### src/shp_pkg.sv
// Purpose: Shared constants for the sensor host serial slave port.
// Assumes: 250 MHz core clock; host clock is sampled, not used as a clock.
// Notes: Overview list below gives the behaviour the port keeps.
//
// Overview of operation
// - SEL high gives I2C, low gives SPI
// - CS strap picks address 0x9E or 0xA0
// - Address byte: seven bits then direction bit
// - Eight data bits then one acknowledge pulse
// - Clock pin is input only, never driven
// - Data line open-drain: pull low or release
// - Works with serial clock up to 400 kHz
// - START/STOP: data edge while clock high
// - Repeated START keeps frame, expects new address
// - STOP ends frame anywhere except START pulse
// - Receiver holds data low through ninth pulse
// - Read bytes shifted out, nine pulses each
// - Final read byte NACKed, device releases data
// - SPI selected only while CS low, else Hi-Z
// - Lines idle high; release when not driving
// - Pointer advances after each written byte
// - Fresh START plus read resets pointer zero
// - Pointer saturates at top register address
package shp_pkg;
    localparam int DATA_W = 8;
    localparam logic [6:0] ADDR_STRAP_LO = 7'h4F;
    localparam logic [6:0] ADDR_STRAP_HI = 7'h50;
    localparam logic [7:0] PTR_RESET = 8'h00;
    localparam logic [7:0] PTR_TOP = 8'hFF;
    localparam logic [3:0] BITS_PER_BYTE = 4'h8;
    localparam int CLK_MHZ = 250;
    localparam int SCL_MAX_KHZ = 400;
    // Shortest host clock period in core cycles, rounded down
    localparam int SCL_MIN_PERIOD_CYC = (CLK_MHZ * 1000) / SCL_MAX_KHZ;

    typedef enum logic [4:0] {
        ST_IDLE = 5'b00001,
        ST_RX = 5'b00010,
        ST_RACK = 5'b00100,
        ST_TX = 5'b01000,
        ST_MACK = 5'b10000
    } shp_state_e;

    typedef enum logic [1:0] {
        BK_ADDR = 2'b00,
        BK_PTR = 2'b01,
        BK_DATA = 2'b10
    } shp_kind_e;
endpackage

### src/shp_i2c_slave_port.sv
// Purpose: Host-side serial slave port; I2C framing and register access.
// Assumes: reg_rdata shows the register at reg_addr, same clock, no wait.
// Notes: SPI word format is outside this block; only select and Hi-Z kept.
`timescale 1ns/100ps
`default_nettype none
module shp_i2c_slave_port (
    input wire logic clk,
    input wire logic rst,
    input wire logic sel_pin,
    input wire logic cs_n_pin,
    input wire logic scl_in,
    input wire logic sda_in,
    output logic sda_out,
    output logic sda_oe,
    output logic spi_dout,
    output logic spi_dout_oe,
    output logic spi_selected,
    output logic [7:0] reg_addr,
    output logic [7:0] reg_wdata,
    output logic reg_we,
    output logic reg_rd,
    input wire logic [7:0] reg_rdata
);
    // ****************************************
    // Input synchronisers and edge detection
    // ****************************************
    logic scl_m, scl_s, scl_d, sda_m, sda_s, sda_d;
    logic sel_m, sel_s, cs_m, cs_s;
    logic scl_rise, scl_fall, start_det, stop_raw, stop_det, start_hi;

    // Host clock is only sampled, never driven; 400 kHz leaves hundreds of cycles per phase
    always_ff @(posedge clk) begin
        if (rst) begin
            {scl_m, scl_s, scl_d} <= 3'h7;
            {sda_m, sda_s, sda_d} <= 3'h7;
            {sel_m, sel_s, cs_m, cs_s} <= 4'hF;
        end else begin
            scl_m <= scl_in;
            scl_s <= scl_m;
            scl_d <= scl_s;
            sda_m <= sda_in;
            sda_s <= sda_m;
            sda_d <= sda_s;
            sel_m <= sel_pin;
            sel_s <= sel_m;
            cs_m <= cs_n_pin;
            cs_s <= cs_m;
        end
    end

    assign scl_rise = scl_s & ~scl_d;
    assign scl_fall = ~scl_s & scl_d;
    assign start_det = sel_s & scl_s & scl_d & sda_d & ~sda_s;
    assign stop_raw = sel_s & scl_s & scl_d & ~sda_d & sda_s;
    assign stop_det = stop_raw & ~start_hi;

    // A STOP in the same clock-high interval as the START is not honoured
    always_ff @(posedge clk) begin
        if (rst) begin
            start_hi <= 1'b0;
        end else if (start_det) begin
            start_hi <= 1'b1;
        end else if (scl_fall) begin
            start_hi <= 1'b0;
        end
    end

    // ****************************************
    // Pointer helper
    // ****************************************
    function automatic logic [7:0] sat_inc(input logic [7:0] p);
        sat_inc = (p == shp_pkg::PTR_TOP) ? p : p + 8'h01;
    endfunction

    // ****************************************
    // I2C protocol engine
    // ****************************************
    shp_pkg::shp_state_e state;
    shp_pkg::shp_kind_e kind;
    logic [7:0] rx_sh, tx_sh;
    logic [3:0] bit_cnt;
    logic rw_read, busy, fresh, mack;
    logic [6:0] my_addr;

    assign my_addr = cs_s ? shp_pkg::ADDR_STRAP_HI : shp_pkg::ADDR_STRAP_LO;

    always_ff @(posedge clk) begin
        if (rst) begin
            state <= shp_pkg::ST_IDLE;
            kind <= shp_pkg::BK_ADDR;
            rx_sh <= 8'h00;
            tx_sh <= 8'h00;
            bit_cnt <= 4'h0;
            rw_read <= 1'b0;
            busy <= 1'b0;
            fresh <= 1'b0;
            mack <= 1'b0;
            sda_oe <= 1'b0;
            reg_addr <= shp_pkg::PTR_RESET;
            reg_wdata <= 8'h00;
            reg_we <= 1'b0;
            reg_rd <= 1'b0;
        end else begin
            reg_rd <= 1'b0;
            reg_we <= 1'b0;
            if (reg_we) begin
                reg_addr <= sat_inc(reg_addr);
            end
            if (!sel_s) begin
                state <= shp_pkg::ST_IDLE;
                busy <= 1'b0;
                sda_oe <= 1'b0;
            end else if (start_det) begin
                // Fresh address byte expected after any START
                state <= shp_pkg::ST_RX;
                kind <= shp_pkg::BK_ADDR;
                bit_cnt <= 4'h0;
                fresh <= ~busy;
                busy <= 1'b1;
                sda_oe <= 1'b0;
            end else if (stop_det) begin
                state <= shp_pkg::ST_IDLE;
                busy <= 1'b0;
                sda_oe <= 1'b0;
            end else begin
                unique case (state)
                    shp_pkg::ST_IDLE: begin
                        sda_oe <= 1'b0;
                    end
                    shp_pkg::ST_RX: begin
                        if (scl_rise) begin
                            rx_sh <= {rx_sh[6:0], sda_s};
                            bit_cnt <= bit_cnt + 4'h1;
                        end else if (scl_fall && bit_cnt == shp_pkg::BITS_PER_BYTE) begin
                            bit_cnt <= 4'h0;
                            unique case (kind)
                                shp_pkg::BK_ADDR: begin
                                    if (rx_sh[7:1] == my_addr) begin
                                        rw_read <= rx_sh[0];
                                        sda_oe <= 1'b1;
                                        state <= shp_pkg::ST_RACK;
                                        kind <= shp_pkg::BK_PTR;
                                        if (rx_sh[0] && fresh) begin
                                            reg_addr <= shp_pkg::PTR_RESET;
                                        end
                                    end else begin
                                        state <= shp_pkg::ST_IDLE;
                                    end
                                end
                                shp_pkg::BK_PTR: begin
                                    reg_addr <= rx_sh;
                                    sda_oe <= 1'b1;
                                    state <= shp_pkg::ST_RACK;
                                    kind <= shp_pkg::BK_DATA;
                                end
                                default: begin
                                    reg_wdata <= rx_sh;
                                    reg_we <= 1'b1;
                                    sda_oe <= 1'b1;
                                    state <= shp_pkg::ST_RACK;
                                end
                            endcase
                        end
                    end
                    shp_pkg::ST_RACK: begin
                        if (scl_fall) begin
                            if (rw_read) begin
                                tx_sh <= reg_rdata;
                                sda_oe <= ~reg_rdata[7];
                                reg_rd <= 1'b1;
                                reg_addr <= sat_inc(reg_addr);
                                state <= shp_pkg::ST_TX;
                            end else begin
                                sda_oe <= 1'b0;
                                state <= shp_pkg::ST_RX;
                            end
                        end
                    end
                    shp_pkg::ST_TX: begin
                        if (scl_rise) begin
                            bit_cnt <= bit_cnt + 4'h1;
                        end else if (scl_fall) begin
                            if (bit_cnt == shp_pkg::BITS_PER_BYTE) begin
                                sda_oe <= 1'b0;
                                bit_cnt <= 4'h0;
                                state <= shp_pkg::ST_MACK;
                            end else begin
                                tx_sh <= {tx_sh[6:0], 1'b0};
                                sda_oe <= ~tx_sh[6];
                            end
                        end
                    end
                    shp_pkg::ST_MACK: begin
                        if (scl_rise) begin
                            mack <= ~sda_s;
                        end else if (scl_fall) begin
                            if (mack) begin
                                tx_sh <= reg_rdata;
                                sda_oe <= ~reg_rdata[7];
                                reg_rd <= 1'b1;
                                reg_addr <= sat_inc(reg_addr);
                                state <= shp_pkg::ST_TX;
                            end else begin
                                // NACK: stay off the line until STOP or START
                                state <= shp_pkg::ST_IDLE;
                            end
                        end
                    end
                    default: begin
                        state <= shp_pkg::ST_IDLE;
                        sda_oe <= 1'b0;
                    end
                endcase
            end
        end
    end

    // Open-drain: the data level is always low, only the enable moves
    always_ff @(posedge clk) begin
        if (rst) begin
            sda_out <= 1'b0;
        end else begin
            sda_out <= 1'b0;
        end
    end

    // ****************************************
    // SPI select and output release
    // ****************************************
    always_ff @(posedge clk) begin
        if (rst) begin
            spi_selected <= 1'b0;
            spi_dout_oe <= 1'b0;
            spi_dout <= 1'b0;
        end else begin
            spi_selected <= ~sel_s & ~cs_s;
            spi_dout_oe <= ~sel_s & ~cs_s;
            spi_dout <= 1'b0;
        end
    end
endmodule
`default_nettype wire

### config.mk
export PLATFORM = sky130hd
export DESIGN_NAME = shp_i2c_slave_port
export DESIGN_NICKNAME = d
export VERILOG_FILES = /design/src/shp_pkg.sv /design/src/shp_i2c_slave_port.sv
export SDC_FILE = /design/constraint.sdc
export NUM_CORES = 1
export LEC_CHECK = 0
export BUFFER_PORTS_ARGS = -buffer_cell sky130_fd_sc_hd__buf_4
export CAP_MARGIN = 20
export CORE_ASPECT_RATIO = 1.4
export CORE_MARGIN = 3
export CORE_UTILIZATION = 45
export CTS_CLUSTER_SIZE = 30
export DETAILED_ROUTE_END_ITERATION = 6
export GPL_ROUTABILITY_DRIVEN = 0
export PLACE_DENSITY_LB_ADDON = 0.2
export SLEW_MARGIN = 25
export SYNTH_ARGS = -nofsm -noshare
export SYNTH_HDL_FRONTEND = slang
export SYNTH_SLANG_ARGS = --single-unit
### constraint.sdc
create_clock -name clk -period 3.15 [get_ports clk]
set_input_delay 0.4725 -clock clk [delete_from_list [all_inputs] [get_ports clk]]
set_output_delay 0.4725 -clock clk [all_outputs]
set_load 0.005 [all_outputs]
==> impl_results.md, run 1 <==
* RR Endpoint: bit_cnt[2]$_SDFFE_PP0P_
* Rows at 36
* Number of global-route vias before repair at 2610
* Crit path launch type: flip-flop
* Post-CTS Setup Bufs at 0
* Routed Wire Length at 7640 um
* Die area at 8400 sq um
* Worst path buffer plus inverter count at 0
* Via count at 2826
* Fin. max-slew vios at 0
* Drt wl/cell at 15.1 um
* IO Pins at 37
* H-tree depth at 3
* First-pass GRT wire length at 12600 um
* Yosys reg bits at 61
* Die Y at 107 um
* Worst hold slack at 310 ps
* Crit path max fanout at 13
* Syn Inst Count at 382
* Avg Inst Size Synth at 8.62 sq um
* Fmax at 395 MHz
* Root buffer cell: clkbuf_8
* DRT Pass-1 Iters at 4
* Sequential area share after synthesis at 37.1%
* Final global-route overflow total at 0
* Setup Viol. Count Final at 0
* Worst setup endpoint: bit_cnt[2]$_SDFFE_PP0P_
* Synth area leader: dfxtp_1
* Crit path cell chain: nor3b_2 -> nand2_1 -> o211a_1 -> a311oi_2 -> nor2_1 -> a221o_1
* Top_reg_cell synth: dfxtp_1
* Critical Path AT at 2750 ps
* CTS tree: yes
* Async SR Flop Fraction at 0%
* Slew headroom at 45.3%
* RSZ-0062 raised after global routing: no
* Required time of the critical path at 3370 ps
* Ys Warns at 0
* Core footprint at 7030 sq um
* Post-layout min period at 2530 ps
* Worst skew pair latency at 340 ps
* TNS Setup at 0 ps
* Clock sinks at 61
* DR iter-0 viols at 126
* Tightest Hold Check Type: in -> reg
* Critical path class: reg -> reg
* Final hold viol count at 0
* Unique masters post-synth at 71
* Share of cells above drive strength 1 at 20.7%
* Number of flops mapped to enable cells by yosys at 0
* Port bufs at 34
* Commonest cells in the netlist: nor2_1, dfxtp_1, mux2i_1, a21oi_1, nand2b_1
* Largest net degree at the start of global routing at 56
* TritonCTS Buffers at 9
* Power Density at 431 nW/um^2
* Top cell type's share of synthesized area at 37.1%
* Slew at the pin closest to its max-slew limit at 816 ps
* Post-layout util at 53.9%
* Cell Area, Synth at 3290 sq um
* GR Util All Layers at 19.1%
* Worst IR Drop VDD at 0.361 mV
* Reg2Reg Depth at 6
* Slowest cell on crit path: dfxtp_1
* Largest cells by area after synthesis: dfxtp_1, mux2i_1, nor2_1
* Area grow syn2layout at 14.9%
* Most common cell in the synthesized netlist: nor2_1
* DRC at 0
* Initial Util at 46.9%
* Max incr delay on CP at 600 ps
* Critical Path Sink Type: flip-flop
* Post-CTS Hold Fix Bufs at 0
* CP startpoint: state[3]$_SDFFE_PP0P_
* Reg2reg start: state[3]$_SDFFE_PP0P_
* Tcrit/Tclk final at 80.3%
* Status: finished clean
* PostCTS Resize Cnt at 0
* Initial antenna violation count at 0
* Leak at 1.55 nW
* Worst reg2reg setup slack at 620 ps
* Vias per std cell at 5.58
* Top delay family on crit path: compound AO/OA/AOI/OAI gates
* Max_cap viols at 0
* Cell count along the critical path at 6
* Final net count at 425
* Fillers at 687
* Clk buf depth at 2
* Die X at 78.3 um
* Hpwl dp at 5430 um
* N_diodes at 0
* Worst Clk Skew at 8.97 ps
* Post-route ant nets at 0
* Reg clk slew, reported paths at 70 ps
-- how the worst min path moves through the flow --
stage / end / start / cells after the start / slack (ps)
finish: sda_m$_SDFF_PP1_ / sda_in / 2 / 310
global route: cs_m$_SDFF_PP1_ / cs_n_pin / 2 / 300
CTS: sda_m$_SDFF_PP1_ / sda_in / 2 / 290
detailed placement: sel_s$_SDFF_PP1_ / sel_m$_SDFF_PP1_ / 1 / 400
global placement: cs_s$_SDFF_PP1_ / cs_m$_SDFF_PP1_ / 1 / 390
floorplan: cs_s$_SDFF_PP1_ / cs_m$_SDFF_PP1_ / 1 / 390
-- flip-flops by register name (all words and copies together), names as in the netlist, 2 cells and up --
signal,cells
tx_sh,7
bit_cnt,4
reg_addr,8
state,5
kind,2
rx_sh,8
reg_wdata,8
-- metrics by stage --
step           power [mW]  cells  setup WS [ps]  cell area [sq um]
6_report             1.63    506            621               3780
5_1_grt              1.69    506            486               3780
4_1_cts              1.66    506            636               3780
3_5_place_dp        0.873    490            644               3560
3_3_place_gp        0.872    490            727               3560
2_1_floorplan       0.850    383           1200               3300
-- area by class of cell --
type / instances / area (sq um) / share of cell area (%)
Timing Repair Buffer: 35 / 263 / 6.94
Inverter: 7 / 26.3 / 0.694
Clock inverter: 6 / 86.3 / 2.28
Multi-Input combinational cell: 292 / 1930 / 51.0
Clock buffer: 10 / 138 / 3.64
Tap cell: 95 / 119 / 3.14
Sequential cell: 61 / 1220 / 32.3
-- worst reg2reg max path: cells and delay by family, from the launching register on --
family	cells	cell delay [ps]
flops	1	600
simple gates	3	760
compound gates	3	1070
-- layout by cell type, fill, tap and decap left out, drive strengths merged, types with 2 or more instances in the layout --
cell type / count
buf: 35
inv: 7
nor3: 12
nor3b: 7
nor2b: 5
xor2: 5
nand3: 10
o31ai: 3
nor2: 66
dfxtp: 61
bufinv: 2
a21o: 2
nor4: 4
a21oi: 29
o32ai: 5
or2: 14
a211oi: 11
clkinv: 3
a31oi: 2
nand4: 2
nand2b: 15
o22ai: 4
o21ai: 10
nand2: 14
ha: 5
or3b: 2
o2111ai: 3
conb: 2
a311oi: 2
and3: 3
clkbuf: 10
o211ai: 2
mux2i: 28
xnor2: 2
-- layer usage --
layer  up-vias  global-route usage, %  share of wire [%]
li1       1426                      -                  -
met1      1322                   21.4                 42
met2        61                   34.4                 52
met3        17                   4.20                3.8
met4         0                   7.88                2.4
met5         -                      0                  0
-- kinds of logic (layout without fill, tap and decap cells) --
kind of cell	count (synthesis)	in the layout	synth area share (%)
multiplexers	28	28	8.51
AND/OR/NAND/NOR	163	163	26.4
other	1	2	0.114
flip-flops	61	61	37.1
XOR/XNOR	7	7	1.86
adder cells (fa/ha/maj)	5	5	1.90
AO/OA/AOI/OAI	87	87	19.8
buffers and inverters	30	58	4.37
-- power breakdown --
| group | switching [mW] | internal (mW) | total [mW] |
|---|---|---|---|
| Combinational | 0.0385 | 0.0289 | 0.0674 |
| Clock | 0.311 | 0.465 | 0.776 |
| Sequential | 0.00816 | 0.779 | 0.787 |
Note: power is estimated with default switching activity, not from simulation.
==> inputs of run 2 (changes only) <==
==> constraint.sdc (replaced) <==
create_clock -name clk -period 2.2 [get_ports clk]
set_input_delay 0.33 -clock clk [delete_from_list [all_inputs] [get_ports clk]]
set_output_delay 0.33 -clock clk [all_outputs]
set_load 0.005 [all_outputs]
==> run 2 against run 1 <==
  * Critical path depth is 1 higher
  * Non-clock buffer count is 29 higher
  * Largest power group unchanged
  * Via count grew 5.8%
  * Critical path type unchanged
==> impl_results.md, run 2 (synthesis results as in run 1) <==
* TritonCTS Buffers at 9 (unchanged)
* Slew at the pin closest to its max-slew limit at 658 ps (-158 ps)
* Post-layout util at 57.3% (+3.4 points)
* Post-route ant nets at 0 (unchanged)
* Crit path max fanout at 7 (-6)
* DRT Pass-1 Iters at 4 (unchanged)
* First-pass GRT wire length at 13700 um (+8.4%)
* Metal2 WL at 4350 um (+9.5%)
* Leak at 1.70 nW (+9.3%)
* DRC at 0 (unchanged)
* N_diodes at 0 (unchanged)
* Die area at 8400 sq um (unchanged)
* Crit path launch type: flip-flop
* WL met3 at 310 um (+5.8%)
* Total placed cells including tap cells at 519 (+5.9%)
* Initial antenna violation count at 0 (unchanged)
* Post-CTS Setup Bufs at 0 (unchanged)
* Hold depth at 2 (unchanged)
* Status: finished clean
* Drt wl/cell at 15.5 um (+2.5%)
* Port bufs at 34 (unchanged)
* Core footprint at 7030 sq um (unchanged)
* Overall Power at 2.34 mW (+43%)
* PostCTS Resize Cnt at 0 (unchanged)
* Max_cap viols at 0 (unchanged)
* Critical Path AT at 2310 ps (-440 ps)
* Reg clk slew, reported paths at 70 ps (about the same)
* Fin. max-slew vios at 0 (unchanged)
* Top Metal Used: met4
* Hpwl dp at 5990 um (+10%)
* Worst skew pair latency at 340 ps (about the same)
* Worst hold slack at 172 ps (-138 ps)
* Cell area after layout at 4030 sq um (+6.3%)
* Final global-route overflow total at 0 (unchanged)
* Largest net degree at the start of global routing at 38 (-32%)
* Final net count at 454 (+6.8%)
* Met1 wire length at 3320 um (+4.0%)
* Slew headroom at 55.7% (+10 points)
* Fillers at 671 (-2.3%)
* Fin cells at 535 (+5.7%)
* Fmax at 480 MHz (+21%)
* Most common cell after layout, fill and taps aside: nor2_1
* Clock sinks at 61 (unchanged)
* Post-layout min period at 2080 ps (-447 ps)
* Most frequent cells in the layout: nor2_1, buf_4, dfxtp_1
* Area grow syn2layout at 22.2%
* Critical Path Sink Type: flip-flop
* Die Y at 107 um (unchanged)
* Post-DP Area at 3780 sq um (+6.1%)
* Biggest regs: reg_addr x8, reg_wdata x8, rx_sh x8
* Worst reg2reg setup slack at 120 ps (-500 ps)
* Setup Viol. Count Final at 0 (unchanged)
* Critical path class: reg -> reg
* Routed Wire Length at 8270 um (+8.3%)
* Via count at 2989 (+5.8%)
* GR Util All Layers at 20.6% (+1.6 points)
* CTS tree: yes
* Die X at 78.3 um (unchanged)
* Post-CTS Hold Fix Bufs at 0 (unchanged)
* Clk buf depth at 2 (unchanged)
* Power Density at 580 nW/um^2 (+35%)
* Final hold viol count at 0 (unchanged)
* Worst IR Drop VDD at 0.543 mV (+50%)
* Initial Util at 46.9% (unchanged)
* Tcrit/Tclk final at 94.7% (+14 points)
* Root buffer cell: clkbuf_8
* Vias per std cell at 5.59 (about the same)
* Required time of the critical path at 2430 ps (-940 ps)
* Number of global-route vias before repair at 2942 (+13%)
* H-tree depth at 3 (unchanged)
* Share of cells above drive strength 1 at 26.6% (+5.9 points)
* Worst Clk Skew at 8.00 ps (-0.973 ps)
* Tightest Hold Check Type: in -> reg
* Reg2Reg Depth at 7 (+1)
* IO Pins at 37 (unchanged)
* DR iter-0 viols at 149 (+18%)
* Rows at 36 (unchanged)
-- run 2: report_power, final --
group | switching (mW) | total, mW | internal [mW] | leakage, nW
Clock | 0.456 | 1.09 | 0.638 | 0.110
Combinational | 0.0645 | 0.118 | 0.0534 | 1.09
Sequential | 0.00831 | 1.12 | 1.12 | 0.493
-- run 2: area by class of cell --
cell class	instances	area (sq um)	area share, %
tap	95	119	2.95
multi-input combinational	292	1960	48.6
inverter	7	26.3	0.653
sequential	61	1220	30.4
clock inverter	6	87.6	2.18
clock buffer	10	128	3.17
timing repair buffer	64	484	12.0
-- run 2: per-layer routing --
metal  GRT usage [%]  vias up
li1                -     1480
met1            22.8     1398
met2            37.7       85
met3            3.19       26
met4            10.5        0
met5               0        -
-- run 2: path summary, 6_finish.rpt --
path                         startpoint                       to
setup / recovery  state[3]$_SDFFE_PP0P_  bit_cnt[2]$_SDFFE_PP0P_
hold / removal                   sda_in         sda_m$_SDFF_PP1_
setup reg to reg  state[3]$_SDFFE_PP0P_  bit_cnt[2]$_SDFFE_PP0P_
hold reg to reg        scl_m$_SDFF_PP1_         scl_s$_SDFF_PP1_
-- run 2: worst max-delay path, cell delays in order (launching register included) --
cell      delay [ps]
dfxtp_1          350
nor2_2           260
nand3_2          220
buf_4            210
o211a_1          140
a311oi_4         310
nor2_1           120
a221o_1          370
-- run 2: stage by stage --
| stage | setup TNS, ps | setup slack (ps) |
|---|---|---|
| after floorplan | 0 | 250 |
| after global placement | 0 | 148 |
| after detailed placement | 0 | 91.8 |
| after CTS | 0 | 85.5 |
| after global routing | -52.7 | -32.5 |
| final | 0 | 118 |
==> inputs of run 3 (changes only) <==
--- a/config.mk
+++ b/config.mk
@@ -9,11 +9,12 @@
 export CAP_MARGIN = 20
 export CORE_ASPECT_RATIO = 1.4
 export CORE_MARGIN = 3
-export CORE_UTILIZATION = 45
+export CORE_UTILIZATION = 30
 export CTS_CLUSTER_SIZE = 30
 export DETAILED_ROUTE_END_ITERATION = 6
 export GPL_ROUTABILITY_DRIVEN = 0
 export PLACE_DENSITY_LB_ADDON = 0.2
+export RECOVER_POWER = 25
 export SLEW_MARGIN = 25
 export SYNTH_ARGS = -nofsm -noshare
 export SYNTH_HDL_FRONTEND = slang
==> run 3 against run 2 <==
  * Die area is 46% higher
  * Critical path depth grew 2
  * Combinational power is 3% lower
  * Flip-flop and latch count is the same
  * First-iteration DRC count rose by 39%
  * Register-to-register slack worse by 30 ps
  * Largest cell class unchanged
==> impl_results.md, run 3 (synthesis results as in run 1) <==
* PostCTS Resize Cnt at 0 (unchanged)
* Crit path max fanout at 5 (-2)
* Post-DP Area at 3880 sq um (+2.6%)
* Die Y at 130 um (+21%)
* Drt wl/cell at 15.1 um (-2.5%)
* Max_cap viols at 0 (unchanged)
* Post-CTS Setup Bufs at 0 (unchanged)
* Top Metal Used: met4
* RSZ-0062 raised after global routing: yes
* Setup Viol. Count Final at 0 (unchanged)
* Port bufs at 34 (unchanged)
* Comb pwr share at 4.0% (-1.0 points)
* Clk buf depth at 2 (unchanged)
* CTS tree: yes
* Most common cell after layout, fill and taps aside: nor2_1
* First-pass GRT wire length at 14500 um (+6.1%)
* Rows at 44 (+22%)
* Crit path launch type: flip-flop
* TritonCTS Buffers at 9 (unchanged)
* Area grow syn2layout at 28.4%
* Initial Util at 31.2% (-16 points)
* GR Util All Layers at 15.1% (-5.5 points)
* Critical Path Sink Type: flip-flop
* Status: finished clean
* Int Pwr at 2.28 mW (+26%)
* Footprint of the multi-input gates at 1940 sq um (-1.0%)
* Post-layout min period at 2110 ps (+28.3 ps)
* Die X at 94.6 um (+21%)
* Worst Clk Skew at 6.41 ps (-1.59 ps)
* Required time of the critical path at 2400 ps (-30 ps)
* N_diodes at 0 (unchanged)
* Via count at 3025 (+1.2%)
* TNS Setup at 0 ps (unchanged)
* Fin. max-slew vios at 0 (unchanged)
* Switching pwr at 0.584 mW (+11%)
* Fmax at 474 MHz (-1.3%)
* Slew at the pin closest to its max-slew limit at 618 ps (-40.1 ps)
* Slowest cell on crit path: dfxtp_1
* Final net count at 460 (+1.3%)
* Vias per std cell at 5.18 (-7.3%)
* Most frequent cells in the layout: nor2_1, buf_4, dfxtp_1
* Power Density at 677 nW/um^2 (+17%)
* Sw Ratio at 20.4% (-2.2 points)
* WL met3 at 364 um (+17%)
* Share of cells above drive strength 1 at 27.1% (+0.54 points)
* Post-CTS Hold Fix Bufs at 0 (unchanged)
* Critical Path AT at 2320 ps (about the same)
* Routed Wire Length at 8810 um (+6.4%)
* Reg clk slew, reported paths at 50 ps (-20 ps)
* Root buffer cell: clkbuf_16
* Final hold viol count at 0 (unchanged)
* DRT Pass-1 Iters at 5 (+1)
* Critical path class: reg -> reg
* Slew headroom at 58.4% (+2.7 points)
* Biggest regs: reg_addr x8, reg_wdata x8, rx_sh x8
* Initial antenna violation count at 0 (unchanged)
* IO Pins at 37 (unchanged)
* Fin cells at 584 (+9.2%)
* Tightest Hold Check Type: in -> reg
* Leak at 1.78 nW (+5.1%)
* Worst skew pair latency at 330 ps (about the same)
* Reg area at 1220 sq um (unchanged)
* Die area at 12300 sq um (+46%)
* Flop pwr share at 39.4% (-8.7 points)
* Worst IR Drop VDD at 0.407 mV (-25%)
* Cell area after layout at 4230 sq um (+5.1%)
* Max incr delay on CP at 390 ps (+20 ps)
* Post-route ant nets at 0 (unchanged)
* DRC at 0 (unchanged)
* Fillers at 1080 (+61%)
* Hpwl dp at 6630 um (+11%)
* H-tree depth at 3 (unchanged)
* DR iter-0 viols at 207 (+39%)
* Largest net degree at the start of global routing at 27 (-29%)
* Total placed cells including tap cells at 568 (+9.4%)
* Crit path cell chain: inv_1 -> ha_1 -> nand2b_1 -> or2_1 -> nor3_1 -> buf_4 -> o2111ai_1 -> mux2i_1 -> nor2_1
* Number of global-route vias before repair at 2965 (+0.78%)
* Clock share of power at 56.6% (+9.8 points)
* Tcrit/Tclk final at 95.9% (+1.3 points)
* Final global-route overflow total at 0 (unchanged)
* Clock sinks at 61 (unchanged)
* Metal2 WL at 4530 um (+4.2%)
* Core footprint at 10600 sq um (+50%)
* Met1 wire length at 3570 um (+7.8%)
==> run 3: cell types whose count changed in the layout (fill, tap and decap cells not counted), sizes merged <==
cell	delta
clkinv	-3
bufinv	+1
clkinvlp	+2
buf	-2
inv	+1
clkbuf	+7
==> run 3: area by class of cell <==
type / instances / area share (%)
Sequential cell: 61 / 28.9
Clock buffer: 9 / 5.33
Clock inverter: 7 / 2.90
Tap cell: 138 / 4.08
Multi-Input combinational cell: 292 / 45.8
Timing Repair Buffer: 70 / 12.3
Inverter: 7 / 0.621
==> run 3: routing by layer <==
| metal | track usage (%) | up-vias |
|---|---|---|
| met3 | 3.46 | 28 |
| met4 | 7.73 | 0 |
| met1 | 16.3 | 1422 |
| met2 | 27.3 | 80 |
| met5 | 0 | - |
| li1 | - | 1495 |
==> run 3: worst paths after layout <==
path	start	end	slack, ps	cells past startpoint
worst max-delay path	scl_d$_SDFF_PP1_	rw_read$_SDFFE_PP0P_	90	9
worst min-delay path	scl_in	scl_m$_SDFF_PP1_	180	2
worst max register to register	scl_d$_SDFF_PP1_	rw_read$_SDFFE_PP0P_	90	9
worst min register to register	sel_m$_SDFF_PP1_	sel_s$_SDFF_PP1_	410	1
==> run 3: critical path, delay by kind of cell, from the launching register on <==
kind	cells	cell delay [ps]
buffers and inverters	2	230
AOI/OAI and AO/OA	1	160
and+or+nand+nor	4	750
adders and majority gates	1	270
muxes	1	200
DFF	1	390
==> run 3: through the flow <==
step / total power [mW] / setup slack (ps) / hold WS, ps / util [%]
after floorplan: 1.22 / 250 / 389 / -
after global placement: 1.27 / 117 / 393 / 36.7
after detailed placement: 1.27 / 62.0 / 396 / 36.7
after CTS: 2.91 / 50.5 / 174 / 40.0
after global routing: 2.96 / -53.2 / 174 / 40.0
final: 2.86 / 89.2 / 185 / 40.0
==> run 3: power groups by stage <==
stage	clock, mW	sequential, mW	combinational, mW
floorplan	0	1.15	0.0700
global placement	0	1.15	0.115
detailed placement	0	1.15	0.115
CTS	1.66	1.13	0.116
global route	1.71	1.13	0.126
finish	1.62	1.13	0.114
